--- config.mk ---
export PLATFORM = sky130hd
export DESIGN_NAME = fpsc_host_flat
export DESIGN_NICKNAME = d
export VERILOG_FILES = /design/src/hdl/fpsc_pkg.sv /design/src/hdl/fpsc_if.sv /design/src/hdl/fpsc_host.sv /design/src/flat_wrapper.sv
export SDC_FILE = /design/constraint.sdc
export NUM_CORES = 1
export LEC_CHECK = 0
export CORE_MARGIN = 2
export CORE_UTILIZATION = 55
export CTS_BUF_LIST = sky130_fd_sc_hd__clkbuf_4
export DETAILED_ROUTE_END_ITERATION = 12
export DONT_BUFFER_PORTS = 1
export PLACE_DENSITY = 0.72
export RECOVER_POWER = 100
export SYNTH_ARGS = -nofsm -noshare
export SYNTH_HDL_FRONTEND = slang
export SYNTH_SLANG_ARGS = --single-unit
--- constraint.sdc ---
create_clock -name clock -period 2.4 [get_ports clock]
set_input_delay 0.12 -clock clock [delete_from_list [all_inputs] [get_ports clock]]
set_output_delay 0.12 -clock clock [all_outputs]
set_load 0.05 [all_outputs]
--- src/hdl/fpsc_pkg.sv ---
package fpsc_pkg;
	// Clock and timing
	localparam int unsigned CLK_PERIOD_NS = 8;
	localparam int unsigned RECOVER_RESET_NS = 500000;
	localparam int unsigned RECOVER_RESET_CYC = (RECOVER_RESET_NS + CLK_PERIOD_NS - 1) / CLK_PERIOD_NS;
	localparam int unsigned READ_WAIT_NS = 2000000;
	localparam int unsigned READ_WAIT_CYC = (READ_WAIT_NS + CLK_PERIOD_NS - 1) / CLK_PERIOD_NS;
	localparam int unsigned KEY_WINDOW_CYC = 16;
	// Device register map and fields
	localparam int unsigned NUM_BLOCKS = 10;
	localparam logic [7:0] SEC_ENABLE_OFS = 8'h10;
	localparam logic [7:0] PROTECT_STATUS_OFS = 8'h20;
	localparam int unsigned PROT_LSB = 16;
	localparam int unsigned READY_BIT = 0;
	localparam int unsigned SEC_BIT = 0;
	localparam logic SEC_RST = 1'b1;
	localparam logic [31:0] SEC_KEY = 32'hA74A9D23;
	// Controller register map and fields
	localparam logic [7:0] H_CMD_OFS = 8'h00;
	localparam logic [7:0] H_ADDR_OFS = 8'h04;
	localparam logic [7:0] H_WDATA_OFS = 8'h08;
	localparam logic [7:0] H_CTRL_OFS = 8'h0C;
	localparam logic [7:0] H_RDATA_OFS = 8'h10;
	localparam logic [7:0] H_STATUS_OFS = 8'h14;
	localparam logic [7:0] H_RESET_OFS = 8'h18;
	localparam int unsigned CMD_BLK_LSB = 0;
	localparam int unsigned CMD_OP_LSB = 8;
	localparam int unsigned CTRL_START = 0;
	localparam int unsigned CTRL_WE = 1;
	localparam int unsigned CTRL_FULL32 = 2;
	localparam int unsigned CTRL_KEYED = 3;
	localparam int unsigned ST_BUSY = 0;
	localparam int unsigned ST_READY = 1;
	localparam int unsigned ST_REFUSED = 2;
	localparam int unsigned ST_READ_OK = 3;
	localparam int unsigned ST_IN_RESET = 4;
	localparam int unsigned RST_GO = 0;
	localparam logic [1:0] RESP_OKAY = 2'b00;
	localparam logic [1:0] RESP_SLVERR = 2'b10;
	// Flash commands and states
	typedef enum logic [1:0] {
		FPSC_OP_PROG = 2'b00,
		FPSC_OP_ERASE = 2'b01,
		FPSC_OP_PROT_PROG = 2'b10,
		FPSC_OP_PROT_ERASE = 2'b11
	} fpsc_op_e;
	typedef enum logic [1:0] {
		DEV_READY = 2'b00,
		DEV_BUSY = 2'b01,
		DEV_FAILED = 2'b10
	} fpsc_dev_state_e;
	typedef enum logic [2:0] {
		H_IDLE = 3'b000,
		H_KEY = 3'b001,
		H_KEY_WAIT = 3'b010,
		H_ACC = 3'b011,
		H_ACC_WAIT = 3'b100
	} fpsc_host_state_e;
endpackage : fpsc_pkg

--- src/hdl/fpsc_if.sv ---
interface fpsc_if;
	import fpsc_pkg::*;
	// Recovery reset from the controller, active low
	logic sys_rstn;
	// Register access
	logic req;
	logic we;
	logic full32;
	logic [7:0] addr;
	logic [31:0] wdata;
	logic [31:0] rdata;
	logic ack;
	// Flash commands
	logic cmd_valid;
	fpsc_op_e cmd_op;
	logic [3:0] cmd_block;
	// Status
	logic ready_flag;
	logic read_ok;

	modport dev (
		input sys_rstn, req, we, full32, addr, wdata, cmd_valid, cmd_op, cmd_block,
		output rdata, ack, ready_flag, read_ok
	);
	modport host (
		output sys_rstn, req, we, full32, addr, wdata, cmd_valid, cmd_op, cmd_block,
		input rdata, ack, ready_flag, read_ok
	);
endinterface : fpsc_if

--- src/hdl/fpsc_host.sv ---
// Implementation choices: register access over AXI4-Lite and the address map.
module fpsc_host #(
	parameter int unsigned RECOVER = fpsc_pkg::RECOVER_RESET_CYC
) (
	// Clock and reset
	input wire logic clock,
	input wire logic rstn,
	// Link to the device
	fpsc_if.host bus,
	// AXI4-Lite write channels
	input wire logic [7:0] s_axi_awaddr,
	input wire logic s_axi_awvalid,
	output logic s_axi_awready,
	input wire logic [31:0] s_axi_wdata,
	input wire logic [3:0] s_axi_wstrb,
	input wire logic s_axi_wvalid,
	output logic s_axi_wready,
	output logic [1:0] s_axi_bresp,
	output logic s_axi_bvalid,
	input wire logic s_axi_bready,
	// AXI4-Lite read channels
	input wire logic [7:0] s_axi_araddr,
	input wire logic s_axi_arvalid,
	output logic s_axi_arready,
	output logic [31:0] s_axi_rdata,
	output logic [1:0] s_axi_rresp,
	output logic s_axi_rvalid,
	input wire logic s_axi_rready
);
	import fpsc_pkg::*;
	localparam int unsigned CW = $clog2(RECOVER + 1);

	function automatic logic [31:0] fpsc_merge(input logic [31:0] old, input logic [31:0] val,
			input logic [3:0] strb);
		logic [31:0] res;
		res = old;
		for (int i = 0; i < 4; i++) begin
			if (strb[i]) begin
				res[8*i +: 8] = val[8*i +: 8];
			end
		end
		return res;
	endfunction : fpsc_merge

	function automatic logic fpsc_mapped(input logic [7:0] a);
		return (a == H_CMD_OFS) || (a == H_ADDR_OFS) || (a == H_WDATA_OFS) || (a == H_CTRL_OFS)
			|| (a == H_RDATA_OFS) || (a == H_STATUS_OFS) || (a == H_RESET_OFS);
	endfunction : fpsc_mapped

	logic wr_take;
	logic rd_take;
	logic [31:0] st_word;
	logic [31:0] addr_mrg;
	fpsc_host_state_e st_ff, nxt_st;
	logic [7:0] addr_ff, nxt_addr;
	logic [31:0] wdata_ff, nxt_wdata;
	logic [31:0] rdata_ff, nxt_rdata;
	logic we_ff, nxt_we;
	logic full_ff, nxt_full;
	logic [7:0] o_addr_ff, nxt_o_addr;
	logic [31:0] o_wdata_ff, nxt_o_wdata;
	logic o_we_ff, nxt_o_we;
	logic o_full_ff, nxt_o_full;
	logic refused_ff, nxt_refused;
	logic cmd_v_ff, nxt_cmd_v;
	fpsc_op_e cmd_op_ff, nxt_cmd_op;
	logic [3:0] cmd_blk_ff, nxt_cmd_blk;
	logic [CW-1:0] rstcnt_ff, nxt_rstcnt;
	logic sysrstn_ff, nxt_sysrstn;
	logic bvalid_ff, nxt_bvalid;
	logic [1:0] bresp_ff, nxt_bresp;
	logic rvalid_ff, nxt_rvalid;
	logic [31:0] axi_rd_ff, nxt_axi_rd;
	logic [1:0] rresp_ff, nxt_rresp;

	////////////////////////////////////////////////////////////////
	// Address and data are taken together so a write never waits half-done
	assign wr_take = s_axi_awvalid & s_axi_wvalid & ~bvalid_ff;
	assign rd_take = s_axi_arvalid & ~rvalid_ff;
	// The address register is one byte wide; only the low lane of the merge is kept
	assign addr_mrg = fpsc_merge({24'h000000, addr_ff}, s_axi_wdata, s_axi_wstrb);

	always_comb begin
		st_word = '0;
		st_word[ST_BUSY] = (st_ff != H_IDLE);
		st_word[ST_READY] = bus.ready_flag;
		st_word[ST_REFUSED] = refused_ff;
		st_word[ST_READ_OK] = bus.read_ok;
		st_word[ST_IN_RESET] = ~sysrstn_ff;
	end

	////////////////////////////////////////////////////////////////
	// Software registers, command issue, access sequencer and recovery reset
	always_comb begin
		nxt_st = st_ff;
		nxt_addr = addr_ff;
		nxt_wdata = wdata_ff;
		nxt_rdata = rdata_ff;
		nxt_we = we_ff;
		nxt_full = full_ff;
		nxt_o_addr = o_addr_ff;
		nxt_o_wdata = o_wdata_ff;
		nxt_o_we = o_we_ff;
		nxt_o_full = o_full_ff;
		nxt_refused = refused_ff;
		nxt_cmd_v = 1'b0;
		nxt_cmd_op = cmd_op_ff;
		nxt_cmd_blk = cmd_blk_ff;
		nxt_rstcnt = (rstcnt_ff != '0) ? rstcnt_ff - CW'(1) : rstcnt_ff;
		nxt_bvalid = bvalid_ff & ~s_axi_bready;
		nxt_bresp = bresp_ff;
		nxt_rvalid = rvalid_ff & ~s_axi_rready;
		nxt_axi_rd = axi_rd_ff;
		nxt_rresp = rresp_ff;
		// Access sequencer; the key is sent first so the data lands inside the window
		case (st_ff)
			H_KEY: nxt_st = H_KEY_WAIT;
			H_KEY_WAIT: begin
				if (bus.ack) begin
					nxt_st = H_ACC;
					nxt_o_addr = addr_ff;
					nxt_o_wdata = wdata_ff;
					nxt_o_we = we_ff;
					nxt_o_full = full_ff;
				end
			end
			H_ACC: nxt_st = H_ACC_WAIT;
			H_ACC_WAIT: begin
				if (bus.ack) begin
					nxt_st = H_IDLE;
					if (!o_we_ff) begin
						nxt_rdata = bus.rdata;
					end
				end
			end
			default: nxt_st = H_IDLE;
		endcase
		if (wr_take) begin
			nxt_bvalid = 1'b1;
			nxt_bresp = fpsc_mapped(s_axi_awaddr) ? RESP_OKAY : RESP_SLVERR;
			case (s_axi_awaddr)
				H_CMD_OFS: begin
					// Commands only go out while the device reports ready
					if (bus.ready_flag && sysrstn_ff) begin
						nxt_cmd_v = 1'b1;
						nxt_cmd_op = fpsc_op_e'(s_axi_wdata[CMD_OP_LSB +: 2]);
						nxt_cmd_blk = s_axi_wdata[CMD_BLK_LSB +: 4];
					end else begin
						nxt_refused = 1'b1;
					end
				end
				H_ADDR_OFS: nxt_addr = addr_mrg[7:0];
				H_WDATA_OFS: nxt_wdata = fpsc_merge(wdata_ff, s_axi_wdata, s_axi_wstrb);
				H_CTRL_OFS: begin
					if (st_ff == H_IDLE && sysrstn_ff && s_axi_wdata[CTRL_START]) begin
						nxt_we = s_axi_wdata[CTRL_WE];
						nxt_full = s_axi_wdata[CTRL_FULL32];
						if (s_axi_wdata[CTRL_KEYED]) begin
							nxt_st = H_KEY;
							nxt_o_addr = SEC_ENABLE_OFS;
							nxt_o_wdata = SEC_KEY;
							nxt_o_we = 1'b1;
							nxt_o_full = 1'b1;
						end else begin
							nxt_st = H_ACC;
							nxt_o_addr = addr_ff;
							nxt_o_wdata = wdata_ff;
							nxt_o_we = s_axi_wdata[CTRL_WE];
							nxt_o_full = s_axi_wdata[CTRL_FULL32];
						end
					end
				end
				H_STATUS_OFS: begin
					if (s_axi_wdata[ST_REFUSED]) begin
						nxt_refused = 1'b0;
					end
				end
				H_RESET_OFS: begin
					if (s_axi_wdata[RST_GO]) begin
						nxt_rstcnt = CW'(RECOVER);
					end
				end
				default: nxt_bresp = nxt_bresp;
			endcase
		end
		if (rd_take) begin
			nxt_rvalid = 1'b1;
			nxt_rresp = fpsc_mapped(s_axi_araddr) ? RESP_OKAY : RESP_SLVERR;
			case (s_axi_araddr)
				H_ADDR_OFS: nxt_axi_rd = {24'h000000, addr_ff};
				H_WDATA_OFS: nxt_axi_rd = wdata_ff;
				H_RDATA_OFS: nxt_axi_rd = rdata_ff;
				H_STATUS_OFS: nxt_axi_rd = st_word;
				default: nxt_axi_rd = '0;
			endcase
		end
		// An access cut by the recovery reset would never be acknowledged
		nxt_sysrstn = (nxt_rstcnt == '0);
		if (!sysrstn_ff) begin
			nxt_st = H_IDLE;
		end
	end

	always_ff @(posedge clock or negedge rstn) begin
		if (!rstn) begin
			st_ff <= H_IDLE;
			addr_ff <= '0;
			wdata_ff <= '0;
			rdata_ff <= '0;
			we_ff <= 1'b0;
			full_ff <= 1'b0;
			o_addr_ff <= '0;
			o_wdata_ff <= '0;
			o_we_ff <= 1'b0;
			o_full_ff <= 1'b0;
			refused_ff <= 1'b0;
			cmd_v_ff <= 1'b0;
			cmd_op_ff <= FPSC_OP_PROG;
			cmd_blk_ff <= '0;
			rstcnt_ff <= '0;
			sysrstn_ff <= 1'b1;
			bvalid_ff <= 1'b0;
			bresp_ff <= RESP_OKAY;
			rvalid_ff <= 1'b0;
			axi_rd_ff <= '0;
			rresp_ff <= RESP_OKAY;
		end else begin
			st_ff <= nxt_st;
			addr_ff <= nxt_addr;
			wdata_ff <= nxt_wdata;
			rdata_ff <= nxt_rdata;
			we_ff <= nxt_we;
			full_ff <= nxt_full;
			o_addr_ff <= nxt_o_addr;
			o_wdata_ff <= nxt_o_wdata;
			o_we_ff <= nxt_o_we;
			o_full_ff <= nxt_o_full;
			refused_ff <= nxt_refused;
			cmd_v_ff <= nxt_cmd_v;
			cmd_op_ff <= nxt_cmd_op;
			cmd_blk_ff <= nxt_cmd_blk;
			rstcnt_ff <= nxt_rstcnt;
			sysrstn_ff <= nxt_sysrstn;
			bvalid_ff <= nxt_bvalid;
			bresp_ff <= nxt_bresp;
			rvalid_ff <= nxt_rvalid;
			axi_rd_ff <= nxt_axi_rd;
			rresp_ff <= nxt_rresp;
		end
	end

	////////////////////////////////////////////////////////////////
	// Outputs
	assign bus.sys_rstn = sysrstn_ff;
	assign bus.req = (st_ff == H_KEY) || (st_ff == H_ACC);
	assign bus.we = o_we_ff;
	assign bus.full32 = o_full_ff;
	assign bus.addr = o_addr_ff;
	assign bus.wdata = o_wdata_ff;
	assign bus.cmd_valid = cmd_v_ff;
	assign bus.cmd_op = cmd_op_ff;
	assign bus.cmd_block = cmd_blk_ff;
	assign s_axi_awready = wr_take;
	assign s_axi_wready = wr_take;
	assign s_axi_bvalid = bvalid_ff;
	assign s_axi_bresp = bresp_ff;
	assign s_axi_arready = ~rvalid_ff;
	assign s_axi_rvalid = rvalid_ff;
	assign s_axi_rdata = axi_rd_ff;
	assign s_axi_rresp = rresp_ff;
endmodule : fpsc_host

--- src/flat_wrapper.sv ---
// flat-port wrapper written by rule: the top's interface ports become plain ports
module fpsc_host_flat import fpsc_pkg::*;
#(
	parameter int unsigned RECOVER = fpsc_pkg::RECOVER_RESET_CYC
)
  (clock, rstn, s_axi_awaddr, s_axi_awvalid, s_axi_awready, s_axi_wdata, s_axi_wstrb, s_axi_wvalid, s_axi_wready, s_axi_bresp, s_axi_bvalid, s_axi_bready, s_axi_araddr, s_axi_arvalid, s_axi_arready, s_axi_rdata, s_axi_rresp, s_axi_rvalid, s_axi_rready, bus_sys_rstn, bus_req, bus_we, bus_full32, bus_addr, bus_wdata, bus_cmd_valid, bus_cmd_op, bus_cmd_block, bus_rdata, bus_ack, bus_ready_flag, bus_read_ok);
  fpsc_if bus_i ();
  input wire logic clock;
  input wire logic rstn;
  input wire logic [7:0] s_axi_awaddr;
  input wire logic s_axi_awvalid;
  output logic s_axi_awready;
  input wire logic [31:0] s_axi_wdata;
  input wire logic [3:0] s_axi_wstrb;
  input wire logic s_axi_wvalid;
  output logic s_axi_wready;
  output logic [1:0] s_axi_bresp;
  output logic s_axi_bvalid;
  input wire logic s_axi_bready;
  input wire logic [7:0] s_axi_araddr;
  input wire logic s_axi_arvalid;
  output logic s_axi_arready;
  output logic [31:0] s_axi_rdata;
  output logic [1:0] s_axi_rresp;
  output logic s_axi_rvalid;
  input wire logic s_axi_rready;
  output wire logic [$bits(bus_i.sys_rstn)-1:0] bus_sys_rstn;
  output wire logic [$bits(bus_i.req)-1:0] bus_req;
  output wire logic [$bits(bus_i.we)-1:0] bus_we;
  output wire logic [$bits(bus_i.full32)-1:0] bus_full32;
  output wire logic [$bits(bus_i.addr)-1:0] bus_addr;
  output wire logic [$bits(bus_i.wdata)-1:0] bus_wdata;
  output wire logic [$bits(bus_i.cmd_valid)-1:0] bus_cmd_valid;
  output wire logic [$bits(bus_i.cmd_op)-1:0] bus_cmd_op;
  output wire logic [$bits(bus_i.cmd_block)-1:0] bus_cmd_block;
  input wire logic [$bits(bus_i.rdata)-1:0] bus_rdata;
  input wire logic [$bits(bus_i.ack)-1:0] bus_ack;
  input wire logic [$bits(bus_i.ready_flag)-1:0] bus_ready_flag;
  input wire logic [$bits(bus_i.read_ok)-1:0] bus_read_ok;
  assign bus_sys_rstn = bus_i.sys_rstn;
  assign bus_req = bus_i.req;
  assign bus_we = bus_i.we;
  assign bus_full32 = bus_i.full32;
  assign bus_addr = bus_i.addr;
  assign bus_wdata = bus_i.wdata;
  assign bus_cmd_valid = bus_i.cmd_valid;
  assign bus_cmd_op = bus_i.cmd_op;
  assign bus_cmd_block = bus_i.cmd_block;
  assign bus_i.rdata = bus_rdata;
  assign bus_i.ack = bus_ack;
  assign bus_i.ready_flag = bus_ready_flag;
  assign bus_i.read_ok = bus_read_ok;
  fpsc_host #(.RECOVER(RECOVER)) u_core (.clock(clock), .rstn(rstn), .bus(bus_i), .s_axi_awaddr(s_axi_awaddr), .s_axi_awvalid(s_axi_awvalid), .s_axi_awready(s_axi_awready), .s_axi_wdata(s_axi_wdata), .s_axi_wstrb(s_axi_wstrb), .s_axi_wvalid(s_axi_wvalid), .s_axi_wready(s_axi_wready), .s_axi_bresp(s_axi_bresp), .s_axi_bvalid(s_axi_bvalid), .s_axi_bready(s_axi_bready), .s_axi_araddr(s_axi_araddr), .s_axi_arvalid(s_axi_arvalid), .s_axi_arready(s_axi_arready), .s_axi_rdata(s_axi_rdata), .s_axi_rresp(s_axi_rresp), .s_axi_rvalid(s_axi_rvalid), .s_axi_rready(s_axi_rready));
endmodule
==> results of run 1 <==
final timing paths:
kind	cells past startpoint	endpoint	start	slack [ns]
max in group asynchronous	0	u_core.bus.sys_rstn	rstn	2.91
setup reg to reg	7	u_core.addr_ff[1]	u_core.s_axi_bvalid	0.04
setup / recovery	7	u_core.addr_ff[1]	u_core.s_axi_bvalid	0.04
min in group clock	4	u_core.s_axi_rdata[2]	s_axi_araddr[4]	0.09
hold / removal	0	u_core.s_axi_rdata[26]	rstn	-0.78
hold reg to reg	1	u_core.rdata_ff[28]	u_core.rdata_ff[28]	0.53
cell type report:
type | instances | area (sq um)
clock buffer | 19 | 143
sequential | 180 | 4510
tap | 176 | 220
multi-input combinational | 387 | 2820
clock inverter | 12 | 83.8
timing repair buffer | 124 | 1150
fill | 953 | 4330
antenna | 2 | 5.00
inverter | 10 | 37.5
kinds of logic after synthesis:
family          count (synthesis)  share of synthesized area
compound gates                144                      0.137
xor+xnor                        7                    0.00816
fa+ha+maj                       2                    0.00333
buf+inv                        42                     0.0263
flops                         180                      0.600
mux                            84                      0.125
other cells                     1                   0.000499
simple gates                  148                     0.0996
placed cells by master (no fill, tap or decap), types with 4 or more instances in the layout:
master and n:
and3_1 5, nand3b_1 4, mux2_2 80, clkbuf_4 19
dfrtp_1 178, nand3_1 6, dlygate4sd3_1 96, inv_1 10
o22a_1 17, xnor2_1 4, clkbuf_1 4, mux2i_1 4
o21ai_0 42, nor4_1 6, buf_4 21, nand2_1 63
and2_1 5, a31oi_1 8, clkinvlp_4 4, a22oi_1 25
a221oi_1 4, nand4_1 7, nor3_1 7, a21oi_1 5
a22o_1 27, nor2_1 21
metal layers:
layer  GRT usage  wire length [um]
met1       0.363              8170
met2       0.440              9440
met3      0.0912              1710
met4       0.124               591
met5           0                 0
power by group:
part | switching (mW) | total (mW) | internal (mW)
registers | 0.185 | 3.32 | 3.13
clock network | 1.04 | 1.46 | 0.427
logic | 0.249 | 0.489 | 0.240
state kept, by name (all words and copies together) (netlist names), 2 cells and up:
name and count:
u_core.rdata_ff 32, u_core.bus.cmd_op 2, u_core.s_axi_rdata 32, u_core.wdata_ff 32, u_core.st_ff 3, u_core.addr_ff 8
u_core.bus.wdata 32, u_core.bus.cmd_block 4, u_core.bus.addr 8, u_core.rstcnt_ff 16
metrics by stage:
| step | hold WS (ns) | std cells | util | instance area [sq um] | setup TNS (ns) |
|---|---|---|---|---|---|
| floorplan | -0.176 | 609 | - | 7520 | 0 |
| detailed placement | -0.172 | 778 | 0.585 | 7780 | -1.23 |
| global route | -0.830 | 910 | 0.675 | 8970 | -0.0153 |
| finish | -0.783 | 910 | 0.675 | 8970 | 0 |
| CTS | -0.827 | 903 | 0.673 | 8950 | 0 |
| global placement | -0.172 | 778 | 0.585 | 7780 | 0 |
repair_timing:
action	CTS	global route
gates resized for setup	1	2
hold endpoints to repair	298	181
pin swaps	0	0
setup endpoints to repair	23	1
setup buffers	0	3
hold buffers	94	2
==> flow_summary.json, run 1 <==
{
  "irDropWorstVdd_mv": 0.354,
  "syn_area_sq_mm": 0.00751,
  "wl_per_cell_um": 21.9,
  "cts_inserted_buffers": 17,
  "clkLatencyLatePin_ns": 0.58,
  "clk_pin_slew_ns": 0.15,
  "dieHeight_um": 121,
  "slowest_delay_ns": 0.55,
  "crit_slowest_cell": "dlygate4sd3_1",
  "async_flop_share": 1.00,
  "cp.required_ns": 2.88,
  "cts_tree": "done",
  "vias_per_cell": 6.13,
  "dr.pass1.iters": 6,
  "crit_path_cell_trace": "nand3b_1 > or3_4 > nor2_2 > nand4_1 > buf_6 > mux2_2 > dlygate4sd3_1",
  "crit_family": "simple AND/OR/NAND/NOR gates",
  "grt_pass1_vias": 5886,
  "yosysSeqAreaShare": 0.600,
  "p_total_mw": 5.27,
  "worstSetupStartpointType": "flip-flop",
  "dieArea_sq_mm": 0.0146,
  "yosysWarnings": 0,
  "area_delta_synth_final_pct": 19.4,
  "max_freq_ghz": 0.424,
  "fp.dieW_um": 121,
  "yosys.area.top_type_share": 0.596,
  "min_period_ns": 2.36,
  "crit_fanout": 4,
  "status": "finished with violations",
  "arrival_ns": 2.84,
  "cts-htree-levels": 4,
  "cap_violations": 0,
  "hold_viol_final": 180,
  "worst_hold_path_type": "input port to asynchronous set/reset pin",
  "path_class": "flip-flop to flip-flop",
  "drc": 0,
  "fin_nets": 816,
  "dp_hpwl_um": 12400,
  "p_leak_nw": 4.18,
  "yosysTopAreaCell": "dfrtp_1",
  "cts_buffer_depth": 2,
  "fin_skew_ns": 0.0246,
  "port_buffers": 0,
  "synthTopCellsByArea": "dfrtp_1 60%, mux2_2 12%, a22o_1 3.1%",
  "syn-instance-count": 608,
  "synth-edff-count": 0,
  "cts_sinks": 180,
  "grt_util_all_layers": 0.282,
  "setup_viol": 0,
  "fin_ws_ns": 0.0407,
  "start_util": 0.565,
  "crit_path_end_kind": "flip-flop",
  "violations": "hold timing",
  "grt_pass1_wl_um": 31400,
  "drive_above_1_share": 0.198,
  "synthFlopType": "dfrtp_1",
  "grt_max_degree": 181,
  "antenna_found_initial": 1,
  "slew_headroom": 0.226,
  "detail_route.iter0.violations": 393,
  "slew_viol_final": 0,
  "power_density_mw_per_mm2": 587,
  "ys_ff_latch": 180,
  "fp.coreArea_sq_mm": 0.0133,
  "gp_congestion": 0.833,
  "overflow": 0,
  "routed_wl_um": 19900,
  "pre_cts_ws_ns": -0.0683,
  "avgSynthCellArea_sq_um": 12.4,
  "whs_ns": -0.783,
  "dr_total_vias": 5577,
  "yosysMostFrequentCell": "dfrtp_1",
  "rows": 42,
  "path_buf_inv": 2,
  "synth_common_cells": "179 x dfrtp_1, 80 x mux2_2, 63 x nand2_1, 42 x o21ai_0, 27 x a22o_1",
  "clock-root-buffer": "clkbuf_4",
  "io_pins": 186,
  "ys_types": 51,
  "worstMarginPinSlew_ns": 1.16,
  "antenna_left": 0,
  "finalCritPeriodShare": 0.983
}
Power figures use the tool's default switching activity.
==> run 2, diff against run 1 <==
--- a/config.mk
+++ b/config.mk
@@ -5,12 +5,15 @@
 export SDC_FILE = /design/constraint.sdc
 export NUM_CORES = 1
 export LEC_CHECK = 0
+export ABC_AREA = 1
+export CELL_PAD_IN_SITES_DETAIL_PLACEMENT = 1
+export CELL_PAD_IN_SITES_GLOBAL_PLACEMENT = 1
 export CORE_MARGIN = 2
-export CORE_UTILIZATION = 55
+export CORE_UTILIZATION = 49
 export CTS_BUF_LIST = sky130_fd_sc_hd__clkbuf_4
 export DETAILED_ROUTE_END_ITERATION = 12
 export DONT_BUFFER_PORTS = 1
-export PLACE_DENSITY = 0.72
+export PLACE_DENSITY = 0.84
 export RECOVER_POWER = 100
 export SYNTH_ARGS = -nofsm -noshare
 export SYNTH_HDL_FRONTEND = slang
==> run 2 against run 1 <==
Fmax grew 0.96%. Die area grew 22%. Core utilization shrank 8.9 points. Final cell count grew 41%. The run still ends with hold timing left. Clock skew shrank 0.0019 ns.
==> flow_summary.json, run 2 <==
{
  "status": "finished with violations",
  "violations": "hold timing",
  "yosys.area.top_type_share": 0.545,
  "crit_path_end_kind": "flip-flop",
  "p_total_mw": 5.74,
  "clock-root-buffer": "clkbuf_4",
  "place_inst": 1150,
  "synth-edff-count": 0,
  "syn-instance-count": 949,
  "fp.coreArea_sq_mm": 0.0165,
  "ctsHoldBuffers": 93,
  "fillerInstances": 1923,
  "cts_buffer_depth": 2,
  "drc": 0,
  "ff2ff_path_depth": 7,
  "cts-resized-gates": 0,
  "rows": 47,
  "hold_viol_final": 180,
  "ys_types": 40,
  "fp.dieW_um": 134,
  "ys_ff_latch": 180,
  "worst_hold_path_type": "input port to asynchronous set/reset pin",
  "clk_pin_slew_ns": 0.16,
  "layout_commonest_cell": "nand2_1",
  "synthFlopType": "dfrtp_1",
  "fin_nets": 1142,
  "cts_tree": "done",
  "cts_inserted_buffers": 17,
  "yosysTopAreaCell": "dfrtp_1",
  "grt_pass1_wl_um": 42100,
  "clkLatencyLatePin_ns": 0.60,
  "synthTopCellsByArea": "dfrtp_1 54%, nand2_1 11%, inv_1 5.5%",
  "dieArea_sq_mm": 0.0178,
  "tns_ns": 0,
  "avgSynthCellArea_sq_um": 8.66,
  "arrival_ns": 2.81,
  "crit_top_cell": "buf_4",
  "start_util": 0.499,
  "routed_wl_um": 27300,
  "cts_sinks": 180,
  "slew_viol_final": 0,
  "yosysMostFrequentCell": "nand2_1",
  "crit_slowest_cell": "dlygate4sd3_1",
  "detail_route.iter0.violations": 383,
  "grt_util_all_layers": 0.310,
  "dr_total_vias": 7091,
  "power_density_mw_per_mm2": 596,
  "yosysWarnings": 0,
  "setup_viol": 0,
  "gp_congestion": 0.887,
  "slew_headroom": 0.337,
  "crit_path_cell_trace": "inv_1 > nand3_2 > buf_4 > nor3_1 > buf_4 > mux2_2 > dlygate4sd3_1",
  "irDropWorstVdd_mv": 0.347,
  "dp_hpwl_um": 16700,
  "wl_per_cell_um": 21.4,
  "finalCritPeriodShare": 0.974,
  "grt_max_degree": 181,
  "port_buffers": 0,
  "cap_violations": 0,
  "area_delta_synth_final_pct": 17.2,
  "syn_area_sq_mm": 0.00822,
  "path_class": "flip-flop to flip-flop",
  "p_leak_nw": 4.89,
  "antenna_left": 0,
  "fin_skew_ns": 0.0227,
  "fin_ws_ns": 0.0631,
  "pre_cts_ws_ns": 0.373,
  "dr.pass1.iters": 5,
  "instances_no_fill": 1280,
  "drive_above_1_share": 0.0945,
  "max_freq_ghz": 0.428,
  "mostFrequentLayoutCells": "247 x nand2_1, 179 x dfrtp_1, 121 x inv_1, 93 x dlygate4sd3_1, 89 x o21ai_0",
  "io_pins": 186,
  "overflow": 0,
  "whs_ns": -0.809,
  "antenna_found_initial": 2,
  "yosysSeqAreaShare": 0.548,
  "dieHeight_um": 134,
  "worstMarginPinSlew_ns": 0.992,
  "synth_common_cells": "247 x nand2_1, 179 x dfrtp_1, 121 x inv_1, 87 x o21ai_0, 77 x nor2_1",
  "crit_fanout": 7,
  "async_flop_share": 1.00,
  "cts-htree-levels": 4,
  "min_period_ns": 2.34,
  "grt_pass1_vias": 7669,
  "worstSetupStartpointType": "flip-flop",
  "vias_per_cell": 5.54,
  "slowest_delay_ns": 0.57,
  "cp.required_ns": 2.88
}
==> run 2: cell types whose count changed in the layout (fill, tap and decap cells not counted), sizes merged, moves of 27 or more <==
| cell | previous run | this run |
|---|---|---|
| a22o | 27 | 0 |
| o21ai | 43 | 92 |
| mux2 | 80 | 35 |
| inv | 13 | 127 |
| a21oi | 5 | 46 |
| nor2 | 22 | 85 |
| nand2 | 63 | 249 |
| nand3 | 6 | 36 |
==> run 2: cell type report <==
class	instances	area, sq um	share of cell area
antenna	2	5.00	0.000519
clock buffer	17	128	0.0132
clock inverter	14	150	0.0156
inverter	122	458	0.0475
multi-input combinational	609	3040	0.315
sequential	180	4510	0.468
tap	220	275	0.0286
timing repair buffer	116	1070	0.111
==> run 2: stage by stage <==
step | utilization | area, sq um | hold WS [ns]
floorplan | - | 8220 | -0.176
global placement | 0.514 | 8460 | -0.171
detailed placement | 0.514 | 8460 | -0.172
CTS | 0.587 | 9670 | -0.836
global route | 0.585 | 9630 | -0.861
finish | 0.585 | 9630 | -0.809
==> run 2: kinds of logic after synthesis <==
logic type      synth area share
buf+inv                   0.0799
fa+ha+maj                0.00304
other cells             0.000456
compound gates             0.117
simple gates               0.203
mux                       0.0480
flops                      0.548
==> run 2: power by group <==
part | leakage (nW) | total [mW] | internal, mW | switching, mW
Combinational | 2.42 | 0.677 | 0.245 | 0.433
Sequential | 2.32 | 3.30 | 3.14 | 0.159
Clock | 0.148 | 1.77 | 0.626 | 1.14
Total | 4.89 | 5.74 | 4.01 | 1.73
==> run 2: worst max-delay path: cells and delay by family (launching register included) <==
kind,cells,cell delay (ns)
flops,1,0.41
simple gates,2,0.41
buf+inv,4,1.08
mux,1,0.33
==> run 2: repair_timing <==
action	4_1_cts	5_1_grt
hold endpoints to repair	291	180
endpoints found under the setup margin	0	5
setup buffers	0	4
==> run 2: layer usage <==
metal	vias up	GRT usage	wire, um
met3	86	0.0944	1910
met2	267	0.535	13700
met4	0	0.152	1240
met1	3498	0.350	10500
li1	3240	-	-
met5	-	0	0
==> run 2: worst paths after layout <==
path,end,from,slack [ns]
worst max-delay path,u_core.bus.cmd_block[0],u_core.s_axi_bvalid,0.06
worst min-delay path,u_core.bus.addr[1],rstn,-0.81
worst min register to register,u_core.wdata_ff[4],u_core.wdata_ff[4],0.51
min in group clock,u_core.s_axi_rdata[10],s_axi_arvalid,0.06
worst max register to register,u_core.bus.cmd_block[0],u_core.s_axi_bvalid,0.06
max in group asynchronous,u_core.s_axi_rdata[15],rstn,2.91
==> run 3, diff against run 2 <==
--- a/config.mk
+++ b/config.mk
@@ -9,11 +9,11 @@
 export CELL_PAD_IN_SITES_DETAIL_PLACEMENT = 1
 export CELL_PAD_IN_SITES_GLOBAL_PLACEMENT = 1
 export CORE_MARGIN = 2
-export CORE_UTILIZATION = 49
+export CORE_UTILIZATION = 39
 export CTS_BUF_LIST = sky130_fd_sc_hd__clkbuf_4
 export DETAILED_ROUTE_END_ITERATION = 12
 export DONT_BUFFER_PORTS = 1
-export PLACE_DENSITY = 0.84
+export PLACE_DENSITY = 0.7
 export RECOVER_POWER = 100
 export SYNTH_ARGS = -nofsm -noshare
 export SYNTH_HDL_FRONTEND = slang
==> run 3 against run 2 <==
The flow still finishes with violations (hold timing). Worst hold slack better by 0.0026 ns. Combinational power is 1% higher. Critical endpoint unchanged. Die area is 25% higher. Flip-flop and latch count stayed put. Clock-buffer cell count is 1 higher. Fmax is 1.6% higher. Sequential share of layout area is 1.6 points lower. Clock power hardly changed. Critical path depth is 3 lower. Clock skew is 0.0094 ns higher.
==> flow_summary.json, run 3 (same netlist as run 2, synthesis figures left out) <==
{
  "status": "finished with violations",
  "violations": "hold timing",
  "fp.coreArea_sq_mm": 0.0208,
  "whs_ns": -0.807,
  "slew_viol_final": 0,
  "p_seq_frac": 0.575,
  "grt_pass1_wl_um": 40700,
  "drc": 0,
  "met2_usage": 0.407,
  "fin_nets": 1165,
  "cts_sinks": 180,
  "dp_hpwl_um": 17000,
  "gr-usage-met3": 0.0645,
  "grt_util_all_layers": 0.238,
  "cts_buffer_depth": 2,
  "crit_slowest_cell": "dfstp_2",
  "fp.dieW_um": 149,
  "worstSetupStartpointType": "flip-flop",
  "dr_total_vias": 6971,
  "max_freq_ghz": 0.435,
  "gp_congestion": 0.803,
  "clock-root-buffer": "clkbuf_4",
  "slew_headroom": 0.303,
  "slowest_delay_ns": 0.59,
  "crit_fanout": 10,
  "irDropWorstVdd_mv": 0.303,
  "pwr-share-clk": 0.305,
  "rsz0062_at_grt": "no",
  "p_leak_nw": 5.08,
  "antenna_left": 0,
  "detail_route.iter0.violations": 307,
  "crit_path_cell_trace": "nand2_1 > nor3_4 > mux2_2 > dlygate4sd3_1",
  "min_period_ns": 2.30,
  "path_buf_inv": 1,
  "fin_skew_ns": 0.0321,
  "busiest_layer": "met2",
  "dr.pass1.iters": 4,
  "overflow": 0,
  "vias_per_cell": 5.14,
  "port_buffers": 0,
  "cts_tree": "done",
  "antenna_found_initial": 1,
  "ctsHoldBuffers": 117,
  "grt_util_met1": 0.294,
  "crit_path_end_kind": "flip-flop",
  "switching_share": 0.310,
  "cts_inserted_buffers": 17,
  "cts-htree-levels": 4,
  "cap_violations": 0,
  "clk_pin_slew_ns": 0.16,
  "start_util": 0.395,
  "final_cell_area_sq_mm": 0.00997,
  "place_area_sq_mm": 0.00856,
  "power_density_mw_per_mm2": 574,
  "worstMarginPinSlew_ns": 1.04,
  "crit_family": "simple AND/OR/NAND/NOR gates",
  "setup_viol": 0,
  "power_switching_mw": 1.78,
  "worst_hold_path_type": "input port to asynchronous set/reset pin",
  "cp.required_ns": 2.87,
  "p_int_mw": 3.95,
  "io_pins": 186,
  "hold_viol_final": 180,
  "dieHeight_um": 149,
  "grt_max_degree": 181,
  "wl_per_cell_um": 19.2,
  "drive_above_1_share": 0.0971,
  "finalCritPeriodShare": 0.958,
  "dieArea_sq_mm": 0.0223,
  "mostFrequentLayoutCells": "247 x nand2_1, 179 x dfrtp_1, 121 x inv_1, 117 x dlygate4sd3_1, 89 x o21ai_0",
  "grt_pass1_vias": 7497,
  "routed_wl_um": 26100,
  "p_comb_frac": 0.120,
  "path_class": "flip-flop to flip-flop",
  "area_delta_synth_final_pct": 21.3,
  "clkLatencyLatePin_ns": 0.60,
  "tns_ns": 0,
  "layout_commonest_cell": "nand2_1",
  "rows": 53,
  "arrival_ns": 2.77,
  "post_cts_buffers": 0
}
run 3: stage by stage:
step                power, mW  setup WS, ns   util  instances
global placement         3.88         0.410  0.411       1208
finish                   5.73         0.100  0.479       1357
global route             5.99       0.00421  0.479       1357
floorplan                3.75         0.420      -        950
detailed placement       3.90         0.237  0.411       1208
CTS                      5.78        0.0366  0.481       1356
run 3: power by group through the flow:
| stage | registers, mW | logic, mW | clock network, mW |
|---|---|---|---|
| after CTS | 3.30 | 0.691 | 1.79 |
| after global placement | 3.35 | 0.534 | 0 |
| after global routing | 3.32 | 0.782 | 1.90 |
| after floorplan | 3.33 | 0.416 | 0 |
| after detailed placement | 3.35 | 0.549 | 0 |
| final | 3.30 | 0.686 | 1.75 |
run 3: layout make-up:
| cell class | count | area, sq um |
|---|---|---|
| repair buffers | 139 | 1330 |
| well taps | 275 | 344 |
| clock buffers | 18 | 135 |
| inverters | 122 | 458 |
| diodes | 1 | 2.50 |
| fillers | 2464 | 10800 |
| multi-input cells | 609 | 3060 |
| flip-flops and latches | 180 | 4510 |
| clock inverters | 13 | 140 |
run 3: what timing repair did:
action                                  in CTS  in global routing
endpoints found under the hold margin      317                180
endpoints found under the setup margin       0                 23
resized for setup                            0                  1
run 3: worst paths after layout:
| kind | start | end | slack (ns) | cells past startpoint |
|---|---|---|---|---|
| worst max-delay path | u_core.bus.sys_rstn | u_core.bus.cmd_block[0] | 0.10 | 4 |
| worst min-delay path | rstn | u_core.s_axi_rdata[27] | -0.81 | 0 |
| worst max register to register | u_core.bus.sys_rstn | u_core.bus.cmd_block[0] | 0.10 | 4 |
| worst min register to register | u_core.wdata_ff[2] | u_core.wdata_ff[2] | 0.51 | 2 |
| max in group asynchronous | rstn | u_core.wdata_ff[2] | 2.78 | 0 |
| min in group clock | bus_ack | u_core.bus.addr[7] | 0.05 | 5 |
run 3: layer usage:
layer / wire, um / share of wire
met4: 547 / 0.021
met5: 0 / 0
met1: 11100 / 0.42
met2: 12800 / 0.49
met3: 1670 / 0.064
